### src/include/csm_pkg.sv
// Purpose: Shared constants and types for the CAN state-flag block
// Assumes: 32-bit Avalon-MM register access, byte addresses on word boundaries
// Notes:   Offsets are byte addresses of aligned words
package csm_pkg;

  // ==========================================================
  // Register map
  localparam logic [3:0] STATE_FLAGS_OFS = 4'h0;
  localparam logic [3:0] MODE_CTRL_OFS   = 4'h4;
  localparam logic [3:0] ERR_SRC_OFS     = 4'h8;

  // ==========================================================
  // State-flag register fields
  localparam int INIT_STATE_BIT   = 0;
  localparam int SLEEP_STATE_BIT  = 1;
  localparam int ERROR_EVENT_BIT  = 2;
  localparam int WAKEUP_EVENT_BIT = 3;
  localparam int SLEEP_ENTRY_BIT  = 4;
  localparam int TX_ACTIVE_BIT    = 8;
  localparam int RX_ACTIVE_BIT    = 9;

  // ==========================================================
  // Mode control fields
  localparam int INIT_REQ_BIT   = 0;
  localparam int SLEEP_REQ_BIT  = 1;
  localparam int AUTO_WAKE_BIT  = 5;

  // ==========================================================
  // Error-source enable fields
  localparam int WARN_IE_BIT    = 0;
  localparam int PASSIVE_IE_BIT = 1;
  localparam int BUS_OFF_IE_BIT = 2;
  localparam int ERR_CODE_IE_BIT = 4;

  // ==========================================================
  // Reset values
  localparam logic [31:0] MODE_CTRL_RST = 32'h0000_0002;
  localparam logic [31:0] ERR_SRC_RST   = 32'h0000_0000;

  // ==========================================================
  // Timing
  localparam int RECESSIVE_BITS = 11;
  localparam int RCNT_W         = 4;

  // Last-error-code limits
  localparam logic [2:0] ERR_CODE_MIN = 3'h1;
  localparam logic [2:0] ERR_CODE_MAX = 3'h6;

  typedef enum logic [2:0] {
    CSM_NORMAL,
    CSM_GO_SLEEP,
    CSM_SLEEP,
    CSM_WAKE_SYNC,
    CSM_GO_INIT,
    CSM_INIT,
    CSM_INIT_SYNC
  } csm_mode_t;

  typedef struct packed {
    logic       bus_off_status;
    logic       passive_error_status;
    logic       warning_error_status;
    logic [2:0] last_error_code;
  } csm_err_t;

  typedef struct packed {
    logic rx_bit;
    logic bit_tick;
    logic transmit_active;
    logic receive_active;
    logic bus_activity;
  } csm_link_t;

endpackage : csm_pkg

### src/design/csm_recessive_counter.sv
// Purpose: Count consecutive recessive bits on the CAN bus
// Assumes: bit_tick_i pulses once per sampled bit
// Notes:   done_o holds at the target while counting until a sampled dominant bit clears the count
`timescale 1ns/1ns
`default_nettype none
module csm_recessive_counter #(
  parameter int TARGET = csm_pkg::RECESSIVE_BITS,
  parameter int CW     = csm_pkg::RCNT_W
) (
  input  wire logic mclk_i,     // Clock
  input  wire logic sys_rst_i,  // Sync reset
  input  wire logic run_i,      // Count while high
  input  wire logic bit_tick_i, // Bit sample pulse
  input  wire logic rx_bit_i,   // Sampled bus level, 1 recessive
  output logic      done_o      // Target reached
);

  logic [CW-1:0] cnt_q;

  // ==========================================================
  // Counter
  always_ff @(posedge mclk_i) begin
    if (sys_rst_i || !run_i) begin
      cnt_q <= '0;
    end else if (bit_tick_i) begin
      if (!rx_bit_i) begin
        cnt_q <= '0;
      end else if (cnt_q != CW'(TARGET)) begin
        cnt_q <= cnt_q + CW'(1);
      end
    end
  end

  assign done_o = (cnt_q == CW'(TARGET));

endmodule : csm_recessive_counter
`default_nettype wire

### src/design/csm_state_flags.sv
// Purpose: CAN controller working-mode handshake and state flags
// Assumes: Avalon-MM slave, 32-bit, byte addresses; link status inputs synchronous
// Notes:   One wait cycle, then read/write answer; unmapped reads return zero
//
// Implementation choices: the register offsets and the Avalon-MM slave port.
`timescale 1ns/1ns
`default_nettype none
// Operation
// RQ1: Receive-active bit follows receiving state
// RQ2: Transmit-active bit 8 follows transmitting state
// RQ3: Sleep-entry flag set on sleep, auto-cleared, W1C
// RQ4: Wakeup flag set on bus activity asleep
// RQ5: Wakeup flag cleared by writing one
// RQ6: Error flag on bus-off with enable
// RQ7: Error flag on passive error with enable
// RQ8: Error flag on warning with enable
// RQ9: Error flag on codes 1..6 with enable
// RQ10: Error flag stays until written one
// RQ11: Sleep-state bit set once asleep
// RQ12: Sleep entry waits for frame end
// RQ13: Sleep-state cleared on leaving sleep
// RQ14: Leaving sleep needs 11 recessive bits
// RQ15: Init-state bit set once in init
// RQ16: Init entry waits for frame end
// RQ17: Init-state cleared when init withdrawn
// RQ18: Leaving init needs 11 recessive bits
// RQ19: Software keeps reserved bits 7:5 zero
// RQ20: Auto wakeup clears sleep request bit
// RQ21: Zero writes and read-only bits ignored
module csm_state_flags (
  input  wire logic                 mclk_i,              // Clock, 20 MHz
  input  wire logic                 sys_rst_i,           // Sync reset, high
  input  wire logic [3:0]           avs_address_i,       // Byte address
  input  wire logic                 avs_read_i,          // Read strobe
  input  wire logic                 avs_write_i,         // Write strobe
  input  wire logic [31:0]          avs_writedata_i,     // Write data
  input  wire logic [3:0]           avs_byteenable_i,    // Byte enables
  output logic [31:0]               avs_readdata_o,      // Read data
  output logic                      avs_waitrequest_o,   // Stall
  input  wire csm_pkg::csm_link_t   link_i,              // Bus activity view
  input  wire csm_pkg::csm_err_t    err_i,               // Error status
  output logic                      sleep_state_o,       // In sleep mode
  output logic                      init_state_o         // In init mode
);

  csm_pkg::csm_mode_t mode_q;
  logic [31:0]        ctrl_q;
  logic [31:0]        err_en_q;
  logic               sleep_entry_event_q;
  logic               wakeup_event_q;
  logic               error_event_q;
  logic               ack_q;
  logic [31:0]        rdata_q;
  logic               rec_run;
  logic               rec_done;
  logic               busy;
  logic               wr_acc;
  logic               rd_cap;
  logic               was_sleep_q;
  logic [31:0]        stat_w;
  logic               wr_stat;
  logic               clr_slp;
  logic               clr_wake;
  logic               clr_err;
  logic               err_hit;
  logic               auto_wake;
  logic [31:0]        wmask;

  // ==========================================================
  // Helpers
  function automatic logic [31:0] be_mask(input logic [3:0] be);
    return {{8{be[3]}}, {8{be[2]}}, {8{be[1]}}, {8{be[0]}}};
  endfunction : be_mask

  function automatic logic hit(input logic [3:0] a, input logic [3:0] ofs);
    return a == ofs;
  endfunction : hit

  function automatic logic w1c(input logic [31:0] wd, input logic [31:0] m, input int b);
    return wd[b] & m[b];
  endfunction : w1c

  // ==========================================================
  // Avalon-MM handshake: one wait cycle, then ack
  assign wr_acc            = avs_write_i && ack_q;
  assign rd_cap            = avs_read_i && !ack_q; // Read data captured in the wait cycle
  assign avs_waitrequest_o = (avs_read_i || avs_write_i) && !ack_q;
  assign wmask             = be_mask(avs_byteenable_i);

  always_ff @(posedge mclk_i) begin
    if (sys_rst_i) begin
      ack_q <= 1'b0;
    end else begin
      ack_q <= (avs_read_i || avs_write_i) && !ack_q;
    end
  end

  assign busy      = link_i.transmit_active || link_i.receive_active;
  assign auto_wake = ctrl_q[csm_pkg::AUTO_WAKE_BIT] && link_i.bus_activity;
  assign rec_run   = (mode_q == csm_pkg::CSM_WAKE_SYNC) || (mode_q == csm_pkg::CSM_INIT_SYNC);

  // ==========================================================
  // Recessive bit counter for mode exit
  csm_recessive_counter #(
    .TARGET (csm_pkg::RECESSIVE_BITS),
    .CW     (csm_pkg::RCNT_W)
  ) u_rec (
    .mclk_i     (mclk_i),
    .sys_rst_i  (sys_rst_i),
    .run_i      (rec_run),
    .bit_tick_i (link_i.bit_tick),
    .rx_bit_i   (link_i.rx_bit),
    .done_o     (rec_done)
  );

  // ==========================================================
  // Mode control register
  always_ff @(posedge mclk_i) begin
    if (sys_rst_i) begin
      ctrl_q <= csm_pkg::MODE_CTRL_RST;
    end else begin
      if (wr_acc && hit(avs_address_i, csm_pkg::MODE_CTRL_OFS)) begin
        ctrl_q <= (ctrl_q & ~wmask) | (avs_writedata_i & wmask);
      end
      if (mode_q == csm_pkg::CSM_SLEEP && auto_wake) begin
        ctrl_q[csm_pkg::SLEEP_REQ_BIT] <= 1'b0; // RQ20
      end
    end
  end

  always_ff @(posedge mclk_i) begin
    if (sys_rst_i) begin
      err_en_q <= csm_pkg::ERR_SRC_RST;
    end else if (wr_acc && hit(avs_address_i, csm_pkg::ERR_SRC_OFS)) begin
      err_en_q <= (err_en_q & ~wmask) | (avs_writedata_i & wmask);
    end
  end

  // ==========================================================
  // Working-mode sequencer; starts asleep like the control reset
  always_ff @(posedge mclk_i) begin
    if (sys_rst_i) begin
      mode_q <= csm_pkg::CSM_SLEEP;
    end else begin
      case (mode_q)
        csm_pkg::CSM_NORMAL: begin
          if (ctrl_q[csm_pkg::INIT_REQ_BIT]) begin
            mode_q <= busy ? csm_pkg::CSM_GO_INIT : csm_pkg::CSM_INIT; // RQ16
          end else if (ctrl_q[csm_pkg::SLEEP_REQ_BIT]) begin
            mode_q <= busy ? csm_pkg::CSM_GO_SLEEP : csm_pkg::CSM_SLEEP; // RQ12
          end
        end
        csm_pkg::CSM_GO_SLEEP: begin
          if (!ctrl_q[csm_pkg::SLEEP_REQ_BIT]) begin
            mode_q <= csm_pkg::CSM_NORMAL;
          end else if (!busy) begin
            mode_q <= csm_pkg::CSM_SLEEP; // RQ12
          end
        end
        csm_pkg::CSM_SLEEP: begin
          if (ctrl_q[csm_pkg::INIT_REQ_BIT]) begin
            mode_q <= csm_pkg::CSM_INIT;
          end else if (!ctrl_q[csm_pkg::SLEEP_REQ_BIT] || auto_wake) begin
            mode_q <= csm_pkg::CSM_WAKE_SYNC; // RQ13
          end
        end
        csm_pkg::CSM_WAKE_SYNC: begin
          if (ctrl_q[csm_pkg::INIT_REQ_BIT]) begin
            mode_q <= csm_pkg::CSM_INIT;
          end else if (rec_done) begin
            mode_q <= csm_pkg::CSM_NORMAL; // RQ14
          end
        end
        csm_pkg::CSM_GO_INIT: begin
          if (!ctrl_q[csm_pkg::INIT_REQ_BIT]) begin
            mode_q <= csm_pkg::CSM_NORMAL;
          end else if (!busy) begin
            mode_q <= csm_pkg::CSM_INIT; // RQ16
          end
        end
        csm_pkg::CSM_INIT: begin
          if (!ctrl_q[csm_pkg::INIT_REQ_BIT]) begin
            mode_q <= ctrl_q[csm_pkg::SLEEP_REQ_BIT] ? csm_pkg::CSM_SLEEP
                                                     : csm_pkg::CSM_INIT_SYNC; // RQ17
          end
        end
        csm_pkg::CSM_INIT_SYNC: begin
          if (ctrl_q[csm_pkg::INIT_REQ_BIT]) begin
            mode_q <= csm_pkg::CSM_INIT;
          end else if (rec_done) begin
            mode_q <= csm_pkg::CSM_NORMAL; // RQ18
          end
        end
        default: begin
          mode_q <= csm_pkg::CSM_SLEEP;
        end
      endcase
    end
  end

  // Sleep and init indicators stay set through the exit sync
  assign sleep_state_o = (mode_q == csm_pkg::CSM_SLEEP) || (mode_q == csm_pkg::CSM_WAKE_SYNC); // RQ11 RQ13 RQ14
  assign init_state_o  = (mode_q == csm_pkg::CSM_INIT) || (mode_q == csm_pkg::CSM_INIT_SYNC);  // RQ15 RQ17 RQ18

  // ==========================================================
  // Event flags; hardware set wins over software clear
  assign wr_stat  = wr_acc && hit(avs_address_i, csm_pkg::STATE_FLAGS_OFS);
  assign clr_slp  = wr_stat && w1c(avs_writedata_i, wmask, csm_pkg::SLEEP_ENTRY_BIT);  // RQ21
  assign clr_wake = wr_stat && w1c(avs_writedata_i, wmask, csm_pkg::WAKEUP_EVENT_BIT); // RQ21
  assign clr_err  = wr_stat && w1c(avs_writedata_i, wmask, csm_pkg::ERROR_EVENT_BIT);  // RQ21

  // Previous-cycle sleep marker; reset matches the asleep reset state
  always_ff @(posedge mclk_i) begin
    if (sys_rst_i) begin
      was_sleep_q <= 1'b1;
    end else begin
      was_sleep_q <= (mode_q == csm_pkg::CSM_SLEEP);
    end
  end

  always_ff @(posedge mclk_i) begin
    if (sys_rst_i) begin
      sleep_entry_event_q <= 1'b0;
    end else if (!sleep_state_o) begin
      sleep_entry_event_q <= 1'b0; // RQ3
    end else if (mode_q == csm_pkg::CSM_SLEEP && !was_sleep_q) begin
      sleep_entry_event_q <= 1'b1; // RQ3
    end else if (clr_slp) begin
      sleep_entry_event_q <= 1'b0; // RQ3 RQ21
    end
  end

  always_ff @(posedge mclk_i) begin
    if (sys_rst_i) begin
      wakeup_event_q <= 1'b0;
    end else if (mode_q == csm_pkg::CSM_SLEEP && link_i.bus_activity) begin
      wakeup_event_q <= 1'b1; // RQ4
    end else if (clr_wake) begin
      wakeup_event_q <= 1'b0; // RQ5 RQ21
    end
  end

  assign err_hit =
      (err_i.bus_off_status && err_en_q[csm_pkg::BUS_OFF_IE_BIT])          // RQ6
   || (err_i.passive_error_status && err_en_q[csm_pkg::PASSIVE_IE_BIT])    // RQ7
   || (err_i.warning_error_status && err_en_q[csm_pkg::WARN_IE_BIT])       // RQ8
   || (err_i.last_error_code >= csm_pkg::ERR_CODE_MIN
       && err_i.last_error_code <= csm_pkg::ERR_CODE_MAX
       && err_en_q[csm_pkg::ERR_CODE_IE_BIT]);                             // RQ9

  always_ff @(posedge mclk_i) begin
    if (sys_rst_i) begin
      error_event_q <= 1'b0;
    end else if (err_hit) begin
      error_event_q <= 1'b1; // RQ6 RQ7 RQ8 RQ9
    end else if (clr_err) begin
      error_event_q <= 1'b0; // RQ10 RQ21
    end
  end

  // ==========================================================
  // Status word; reserved bits 7:5 and upper bits read zero
  always_comb begin
    stat_w                             = 32'h0000_0000;
    stat_w[csm_pkg::RX_ACTIVE_BIT]     = link_i.receive_active;  // RQ1
    stat_w[csm_pkg::TX_ACTIVE_BIT]     = link_i.transmit_active; // RQ2
    stat_w[csm_pkg::SLEEP_ENTRY_BIT]   = sleep_entry_event_q;
    stat_w[csm_pkg::WAKEUP_EVENT_BIT]  = wakeup_event_q;
    stat_w[csm_pkg::ERROR_EVENT_BIT]   = error_event_q;
    stat_w[csm_pkg::SLEEP_STATE_BIT]   = sleep_state_o;
    stat_w[csm_pkg::INIT_STATE_BIT]    = init_state_o;
  end

  // ==========================================================
  // Read path; captured in the wait cycle, stands in the ack cycle
  always_ff @(posedge mclk_i) begin
    if (sys_rst_i) begin
      rdata_q <= 32'h0000_0000;
    end else if (rd_cap) begin
      case (avs_address_i)
        csm_pkg::STATE_FLAGS_OFS: begin
          rdata_q <= stat_w;
        end
        csm_pkg::MODE_CTRL_OFS: begin
          rdata_q <= ctrl_q;
        end
        csm_pkg::ERR_SRC_OFS: begin
          rdata_q <= err_en_q;
        end
        default: begin
          rdata_q <= 32'h0000_0000;
        end
      endcase
    end
  end

  // Read data straight from the capture flop
  assign avs_readdata_o = rdata_q;

endmodule : csm_state_flags
`default_nettype wire

### config.mk
export PLATFORM = sky130hd
export DESIGN_NAME = csm_state_flags
export DESIGN_NICKNAME = d
export VERILOG_FILES = /design/src/include/csm_pkg.sv /design/src/design/csm_recessive_counter.sv /design/src/design/csm_state_flags.sv
export SDC_FILE = /design/constraint.sdc
export NUM_CORES = 1
export LEC_CHECK = 0
export BUFFER_PORTS_ARGS = -buffer_cell sky130_fd_sc_hd__buf_4
export CAP_MARGIN = 40
export CELL_PAD_IN_SITES_DETAIL_PLACEMENT = 1
export CELL_PAD_IN_SITES_GLOBAL_PLACEMENT = 1
export CORE_UTILIZATION = 41
export DETAILED_ROUTE_END_ITERATION = 10
export PLACE_DENSITY_LB_ADDON = 0.1
export SLEW_MARGIN = 20
export SYNTH_ARGS = -nofsm -noshare
export SYNTH_HDL_FRONTEND = slang
export SYNTH_SLANG_ARGS = --single-unit
export TNS_END_PERCENT = 10
### constraint.sdc
create_clock -name mclk_i -period 2.2 [get_ports mclk_i]
set_input_delay 0.44 -clock mclk_i [delete_from_list [all_inputs] [get_ports mclk_i]]
set_output_delay 0.44 -clock mclk_i [all_outputs]
set_load 0.05 [all_outputs]
==> flow_summary.ini, run 1 <==
[clock_tree]
hold_buffers = 0
post_cts_resized = 0
insertion_delay_ns = 0.37
cts_buffers = 9
cts_tree = yes
root_buffer = clkbuf_8
path_clk_slew_ns = 0.10
cts_max_level = 3
cts_buffer_depth = 2
post-cts-setup-buffer-count = 0
clock-sinks = 108

[floorplanning]
die_y_um = 107
die-width_um = 107
die_area_mm2 = 0.0115
io_pins = 90
start_util_pct = 43.0
rows = 37
core_mm2 = 0.0105

[timing]
layout_min_cycle_time_ns = 2.07
slew_viol_final = 0
fin_crit_sh_pct = 93.9
worst_pin_slew_ns = 0.644
finClkSkew_ns = 0.00574
finalSetupTns_ns = 0
fmax_ghz = 0.484
hold_viol = 0
maxSlewHeadroom_pct = 56.4
rsz0062_at_grt = false
setup_viol = 0

[global_routing]
grt_pass1_wl_um = 19800
overflow = 0
gr-usage-all-layers_pct = 22.5
grt_max_degree = 38
grt_pass1_vias = 3926
antenna_found_initial = 0

[logic_synthesis]
synth_edf_count = 0
synthAdderAreaFrac_pct = 0.830
muxShareOfSynthArea_pct = 13.8
syn-instance-count = 464
ys.flop_type = dfxtp_1
synthXorXnorAreaFrac_pct = 0.775
synth_top_family_by_area = simple AND/OR/NAND/NOR gates
yosysWarnings = 0
synthSimpleGateAreaFrac_pct = 18.1
syn-num-nets = 522
synth_area_leaders = dfxtp_1 48%, mux2i_1 14%, nor2_1 8.1%
netlist_area_mm2 = 0.00452
synth_compound_area_share_pct = 15.4
ys_seq_elements = 108
ys_types = 46
syn_area_per_cell_um2 = 9.75
ys_seq_area_share_pct = 47.8
yosysTopAreaCell = dfxtp_1
async_flop_share_pct = 0
synth_top_area_share_pct = 47.8

[drt]
wirelength_um = 12300
firstDrtPassIters = 4
via_per_inst = 5.49
wire_per_inst_um = 17.9
drtIter0Drc = 128
vias = 3774
drtAntennaViolNets = 0
drc = 0

[cells_and_area]
drive_gt1_share_pct = 23.6
area_growth_syn_to_layout_pct = 22.2
ff_latch_area_mm2 = 0.00216
final_cells = 687
n_antenna_cell = 0
multi_input_area_mm2 = 0.00222
fillers = 1182
nets = 604

[run]
max_cap_viol_count = 0

[placed_design]
hpwl_um = 8490
numPortBuffers = 89
place_congestion = 0.783
dp_cells = 671

[setup_path]
r2r_slack_ns = 0.27
max_stage_delay_ns = 0.59
required_ns = 1.76
reg2regPathDepth = 5
critPathLaunchType = flip-flop
crit_start = mode_q[1]
path_max_fanout = 10
worst-setup-path-type = reg2out
cp.arrival_ns = 1.63
path_cells = nor2b_1, buf_4
cp_slowest_cell = dfxtp_1
setup.worst_path.end = sleep_state_o
critPathCaptureType = output pin
regToRegStartpoint = mode_q[2]
r2r-end = mode_q[2]

[outcome]
outcome = finished, final reports clean

[power_and_ir_drop]
p_seq_share_pct = 55.8
total_leakage_power_nw = 2.06
power_frac_comb_pct = 10.6
switching_share_pct = 25.5
internal-power_mw = 2.71
peakVddDrop_uv = 430
pwr-share-clk_pct = 33.6
power_density_mw_per_mm2 = 658
netSwitchingPower_mw = 0.927

[min_path]
hp-start = avs_writedata_i[27]
hp-class = in2reg
cell usage after synthesis, types with 7 or more instances:
library cell    n
mux2i_1        61
a22oi_1        26
buf_2          10
a222oi_1        7
o21ai_0        12
dfxtp_1       108
clkbuf_1       17
nand2_1        10
nor2_1         97
a2bb2oi_1      25
nand3_1        17
a21oi_1         9
power by group through the flow:
stage / clock network [mW] / registers (mW) / logic, mW
finish: 1.22 / 2.03 / 0.385
global route: 1.33 / 2.04 / 0.417
CTS: 1.26 / 2.03 / 0.387
detailed placement: 0 / 2.07 / 0.385
global placement: 0 / 2.07 / 0.371
floorplan: 0 / 2.05 / 0.256
metrics by stage:
stage          hold slack [ns]  power, mW  area, µm²  util (%)  setup WS [ns]
2_1_floorplan            0.454       2.30       4520         -          0.175
3_3_place_gp             0.457       2.44       5330      50.7         0.0903
3_5_place_dp             0.457       2.46       5330      50.7         0.0523
4_1_cts                  0.295       3.67       5530      52.6          0.137
5_1_grt                  0.298       3.78       5530      52.6         0.0257
6_report                 0.301       3.64       5530      52.6          0.135
area by class of cell:
class / instances / area share (%)
well taps: 136 / 3.08
clock buffers: 12 / 2.63
flip-flops and latches: 108 / 39.1
clock inverters: 4 / 0.883
repair buffers: 99 / 13.7
inverters: 5 / 0.340
multi-input cells: 323 / 40.3
worst max-delay path: cells and delay by family, from the launching register on:
kind,cells,cell delay (ns)
flip-flops,1,0.59
buffers and inverters,1,0.27
AND/OR/NAND/NOR,1,0.39
how the worst min path moves through the flow:
stage | end | slack [ns] | cells after the start
after floorplan | flip-flop | 0.45 | 2
after global placement | avs_readdata_o[1] | 0.46 | 2
after detailed placement | avs_readdata_o[9] | 0.46 | 2
after CTS | flip-flop | 0.29 | 3
after global routing | flip-flop | 0.30 | 3
final | flip-flop | 0.30 | 3
kinds of logic after synthesis:
group | count (synthesis)
buffers and inverters | 33
flip-flops | 108
adder cells (fa/ha/maj) | 3
AND/OR/NAND/NOR | 160
AO/OA/AOI/OAI | 94
XOR/XNOR | 4
multiplexers | 62
routing by layer:
metal / routed length, µm / GRT usage, %
met5: 0 / 0
met4: 163 / 6.85
met3: 684 / 6.08
met2: 6240 / 40.4
met1: 5190 / 25.9
layout by cell type, fill, tap and decap left out, types with 10 or more instances in the layout:
master and n:
dfxtp_1 108, buf_4 98, nor2_1 97, mux2i_1 61, a22oi_1 26, a2bb2oi_1 25
nand3_1 17, o21ai_0 12, nand2_1 10, clkbuf_8 10
No activity file was read; power rests on OpenSTA's default activity.
==> run 2, diff against run 1 <==
--- a/config.mk
+++ b/config.mk
@@ -11,6 +11,7 @@
 export CELL_PAD_IN_SITES_GLOBAL_PLACEMENT = 1
 export CORE_UTILIZATION = 41
 export DETAILED_ROUTE_END_ITERATION = 10
+export GPL_ROUTABILITY_DRIVEN = 0
 export PLACE_DENSITY_LB_ADDON = 0.1
 export SLEW_MARGIN = 20
 export SYNTH_ARGS = -nofsm -noshare
==> constraint.sdc (replaced) <==
create_clock -name mclk_i -period 2.3 [get_ports mclk_i]
set_input_delay 0.46 -clock mclk_i [delete_from_list [all_inputs] [get_ports mclk_i]]
set_output_delay 0.46 -clock mclk_i [all_outputs]
set_load 0.05 [all_outputs]
==> flow_summary.ini, run 2 (same netlist as run 1, synthesis figures left out) <==
[timing]
hold_viol = 0
finalSetupTns_ns = 0
setup_viol = 0
fmax_ghz = 0.496
slew_viol_final = 0
fin_crit_sh_pct = 87.6
layout_min_cycle_time_ns = 2.02
maxSlewHeadroom_pct = 58.3
worst_pin_slew_ns = 0.615
setup_slack_ns = 0.285
finClkSkew_ns = 0.0114
rsz0062_at_grt = false

[setup_path]
r2r_slack_ns = 0.35
critical-path-top-delay-family = flip-flops
critPathLaunchType = flip-flop
crit_buf_inv = 1
cp_slowest_cell = dfxtp_1
required_ns = 1.84
cp.arrival_ns = 1.56
critPathCaptureType = output pin
worst-setup-path-type = reg2out
path_max_fanout = 10
path_cells = nor2b_1, buf_4
max_stage_delay_ns = 0.54

[placed_design]
hpwl_um = 8390
pre_cts_ws_ns = 0.127
numPortBuffers = 89

[floorplanning]
die_y_um = 107
start_util_pct = 43.0
core_mm2 = 0.0105
die-width_um = 107
io_pins = 90
die_area_mm2 = 0.0115
rows = 37

[cells_and_area]
n_antenna_cell = 0
multi_input_area_mm2 = 0.00222
fillers = 1200
final_common_cell = dfxtp_1
final_cell_mix = 108 x dfxtp_1, 97 x nor2_1, 97 x buf_4
ff_latch_area_mm2 = 0.00216
drive_gt1_share_pct = 23.6
area_growth_syn_to_layout_pct = 22.2
nets = 603

[clock_tree]
cts_buffers = 9
path_clk_slew_ns = 0.10
insertion_delay_ns = 0.37
cts_buffer_depth = 2
cts_max_level = 3
root_buffer = clkbuf_8
cts_tree = yes
hold_buffers = 0
post_cts_resized = 0
post-cts-setup-buffer-count = 0
clock-sinks = 108

[global_routing]
antenna_found_initial = 0
grt_pass1_vias = 3874
grt_pass1_wl_um = 19400
gr-usage-all-layers_pct = 21.8
overflow = 0
grt_max_degree = 37

[drt]
via_per_inst = 5.54
drc = 0
firstDrtPassIters = 4
wire_per_inst_um = 17.6
wirelength_um = 12100
vias = 3803
drtIter0Drc = 164
drtAntennaViolNets = 0

[power_and_ir_drop]
power_density_mw_per_mm2 = 634
internal-power_mw = 2.62
total_leakage_power_nw = 2.06
peakVddDrop_uv = 323
pwr-share-clk_pct = 34.2
switching_share_pct = 25.3
power_frac_comb_pct = 10.4
netSwitchingPower_mw = 0.886
p_seq_share_pct = 55.4

[run]
max_cap_viol_count = 0

[outcome]
outcome = finished, final reports clean

[min_path]
hp-class = in2reg
-- run 2: changes by cell type in the layout (fill, tap and decap cells not counted) --
| cell | previous run | this run |
|---|---|---|
| clkbuf_8 | 10 | 11 |
| clkinvlp_4 | 0 | 1 |
| buf_4 | 98 | 97 |
| clkbuf_1 | 2 | 1 |
| clkinv_4 | 1 | 0 |
-- run 2: final timing paths --
| check | end | depth (start not counted) | from |
|---|---|---|---|
| hold reg to reg | avs_readdata_o[1] | 2 | avs_readdata_o[1] |
| setup reg to reg | mode_q[1] | 5 | mode_q[0] |
| hold / removal | flip-flop | 3 | avs_writedata_i[16] |
| setup / recovery | sleep_state_o | 2 | mode_q[1] |
-- run 2: metal layers --
metal	wire length [µm]	GRT usage (%)	vias up
li1	-	-	1825
met1	5350	26.8	1888
met2	5980	37.3	77
met4	211	8.81	0
met5	0	0	-
met3	539	4.13	13
-- run 2: layout make-up --
class	count	area share, %
clock buffer	12	2.81
clock inverter	4	0.860
inverter	5	0.340
multi-input combinational	323	40.3
sequential	108	39.1
tap	136	3.08
timing repair buffer	98	13.5
-- run 2: power groups by stage --
stage | logic, mW | registers [mW] | clock network (mW)
floorplan | 0.245 | 1.96 | 0
global placement | 0.353 | 1.98 | 0
detailed placement | 0.368 | 1.99 | 0
CTS | 0.369 | 1.94 | 1.24
global route | 0.398 | 1.95 | 1.30
finish | 0.363 | 1.94 | 1.20
-- run 2: metrics by stage --
stage	power (mW)	utilization, %	std cells	instance area, µm²	hold slack, ns
floorplan	2.20	-	464	4520	0.454
global placement	2.34	50.7	670	5320	0.456
detailed placement	2.35	50.7	670	5320	0.462
CTS	3.55	52.6	686	5530	0.316
global route	3.65	52.6	686	5530	0.330
finish	3.50	52.6	686	5530	0.333
-- run 2: worst min-delay path: cells and delay by family --
kind / cells / cell delay (ns)
multiplexers: 1 / 0.06
AND/OR/NAND/NOR: 1 / 0.07
buffers and inverters: 1 / 0.09
==> run 3, diff against run 2 <==
--- a/config.mk
+++ b/config.mk
@@ -9,9 +9,11 @@
 export CAP_MARGIN = 40
 export CELL_PAD_IN_SITES_DETAIL_PLACEMENT = 1
 export CELL_PAD_IN_SITES_GLOBAL_PLACEMENT = 1
-export CORE_UTILIZATION = 41
+export CORE_ASPECT_RATIO = 1.2
+export CORE_UTILIZATION = 42
 export DETAILED_ROUTE_END_ITERATION = 10
 export GPL_ROUTABILITY_DRIVEN = 0
+export GPL_TIMING_DRIVEN = 0
 export PLACE_DENSITY_LB_ADDON = 0.1
 export SLEW_MARGIN = 20
 export SYNTH_ARGS = -nofsm -noshare
==> flow_summary.ini, run 3 (same netlist as run 1, synthesis figures left out) <==
[outcome]
outcome = finished, final reports clean

[timing]
worst_pin_slew_ns = 0.733
fin_crit_sh_pct = 86.4
layout_min_cycle_time_ns = 1.99
hold_viol = 0
finalSetupTns_ns = 0
finClkSkew_ns = 0.00665
rsz0062_at_grt = false
slew_viol_final = 0
fmax_ghz = 0.503
setup_viol = 0
maxSlewHeadroom_pct = 50.4

[floorplanning]
rows = 41
die-width_um = 96.7
core_mm2 = 0.0105
die_area_mm2 = 0.0112
io_pins = 90
start_util_pct = 43.0
die_y_um = 116

[setup_path]
critPathLaunchType = flip-flop
critPathCaptureType = flip-flop
regToRegStartpoint = ack_q
r2r-end = avs_readdata_o[23]
cp.arrival_ns = 2.20
path_max_fanout = 10
path_cells = nand2b_1, clkbuf_1, a21oi_1, nand2_1, buf_2, a2bb2oi_1, nor2_1
required_ns = 2.51
cp_slowest_cell = dfxtp_1
r2r_slack_ns = 0.31
worst-setup-path-type = reg2reg
reg2regPathDepth = 7
max_stage_delay_ns = 0.45

[clock_tree]
cts_max_level = 3
clock-sinks = 108
post_cts_resized = 0
hold_buffers = 0
cts_buffers = 9
cts_buffer_depth = 2
path_clk_slew_ns = 0.07
root_buffer = clkbuf_16
post-cts-setup-buffer-count = 0
insertion_delay_ns = 0.35
cts_tree = yes

[global_routing]
grt_pass1_vias = 4148
grt_max_degree = 18
overflow = 0
grt_pass1_wl_um = 21300
gr-usage-all-layers_pct = 24.3
antenna_found_initial = 0

[placed_design]
dp_cells = 681
numPortBuffers = 88
hpwl_um = 9530
placed_cell_area_mm2 = 0.00534

[cells_and_area]
final_cell_mix = 108 x dfxtp_1, 97 x nor2_1, 88 x buf_4
nets = 621
utilization_pct = 53.7
drive_gt1_share_pct = 23.1
final_cells = 697
n_antenna_cell = 0
area_growth_syn_to_layout_pct = 24.9
fin_area_mm2 = 0.00565
final_common_cell = dfxtp_1

[drt]
firstDrtPassIters = 4
vias = 3932
drtIter0Drc = 180
wirelength_um = 13200
drtAntennaViolNets = 0
wire_per_inst_um = 19.0
drc = 0
via_per_inst = 5.64

[power_and_ir_drop]
total_leakage_power_nw = 2.12
power_density_mw_per_mm2 = 697
peakVddDrop_uv = 426

[min_path]
hp-class = in2reg
hp-start = avs_writedata_i[31]
hold_path_depth = 3

[run]
max_cap_viol_count = 0
[run 3: worst max-delay path by stage]
stage	slack, ns	from	to
4_1_cts	0.28	ack_q	avs_readdata_o[23]
5_1_grt	0.16	ack_q	avs_readdata_o[31]
6_report	0.31	ack_q	avs_readdata_o[23]
2_1_floorplan	0.28	mode_q[1]	mode_q[2]
3_5_place_dp	0.1	link_i[1]	mode_q[2]
3_3_place_gp	0.14	link_i[1]	mode_q[2]
[run 3: layout make-up]
type	instances	area (µm²)
Buffer	28	125
Inverter	5	18.8
Sequential cell	108	2160
Multi-Input combinational cell	323	2220
Fill cell	1216	4870
Clock buffer	11	243
Timing Repair Buffer	88	661
Clock inverter	5	60.1
Tap cell	129	161
[run 3: worst max-delay path: cells and delay by family (launching register included)]
kind	cells	cell delay (ns)
compound gates	2	0.30
buf+inv	2	0.64
flops	1	0.45
simple gates	3	0.47
[run 3: power breakdown]
part           total (mW)  switching [mW]  leakage (nW)  internal, mW
clock network        1.59           0.713         0.146         0.880
logic               0.424           0.248          1.10         0.175
registers            1.92          0.0212         0.871          1.90
total                3.94           0.983          2.12          2.95
[run 3: metrics by stage]
stage | total power [mW] | setup WS [ns] | hold WS (ns)
2_1_floorplan | 2.20 | 0.275 | 0.454
3_3_place_gp | 2.37 | 0.140 | 0.457
3_5_place_dp | 2.38 | 0.0960 | 0.464
4_1_cts | 3.96 | 0.283 | 0.351
5_1_grt | 4.08 | 0.158 | 0.353
6_report | 3.94 | 0.312 | 0.356
[run 3: routing by layer]
metal / global-route usage [%] / vias up / routed length, µm
met3: 3.62 / 16 / 415
met2: 44.0 / 79 / 6850
met1: 28.8 / 1980 / 5690
met4: 10.5 / 0 / 274
met5: 0 / - / 0
li1: - / 1857 / -
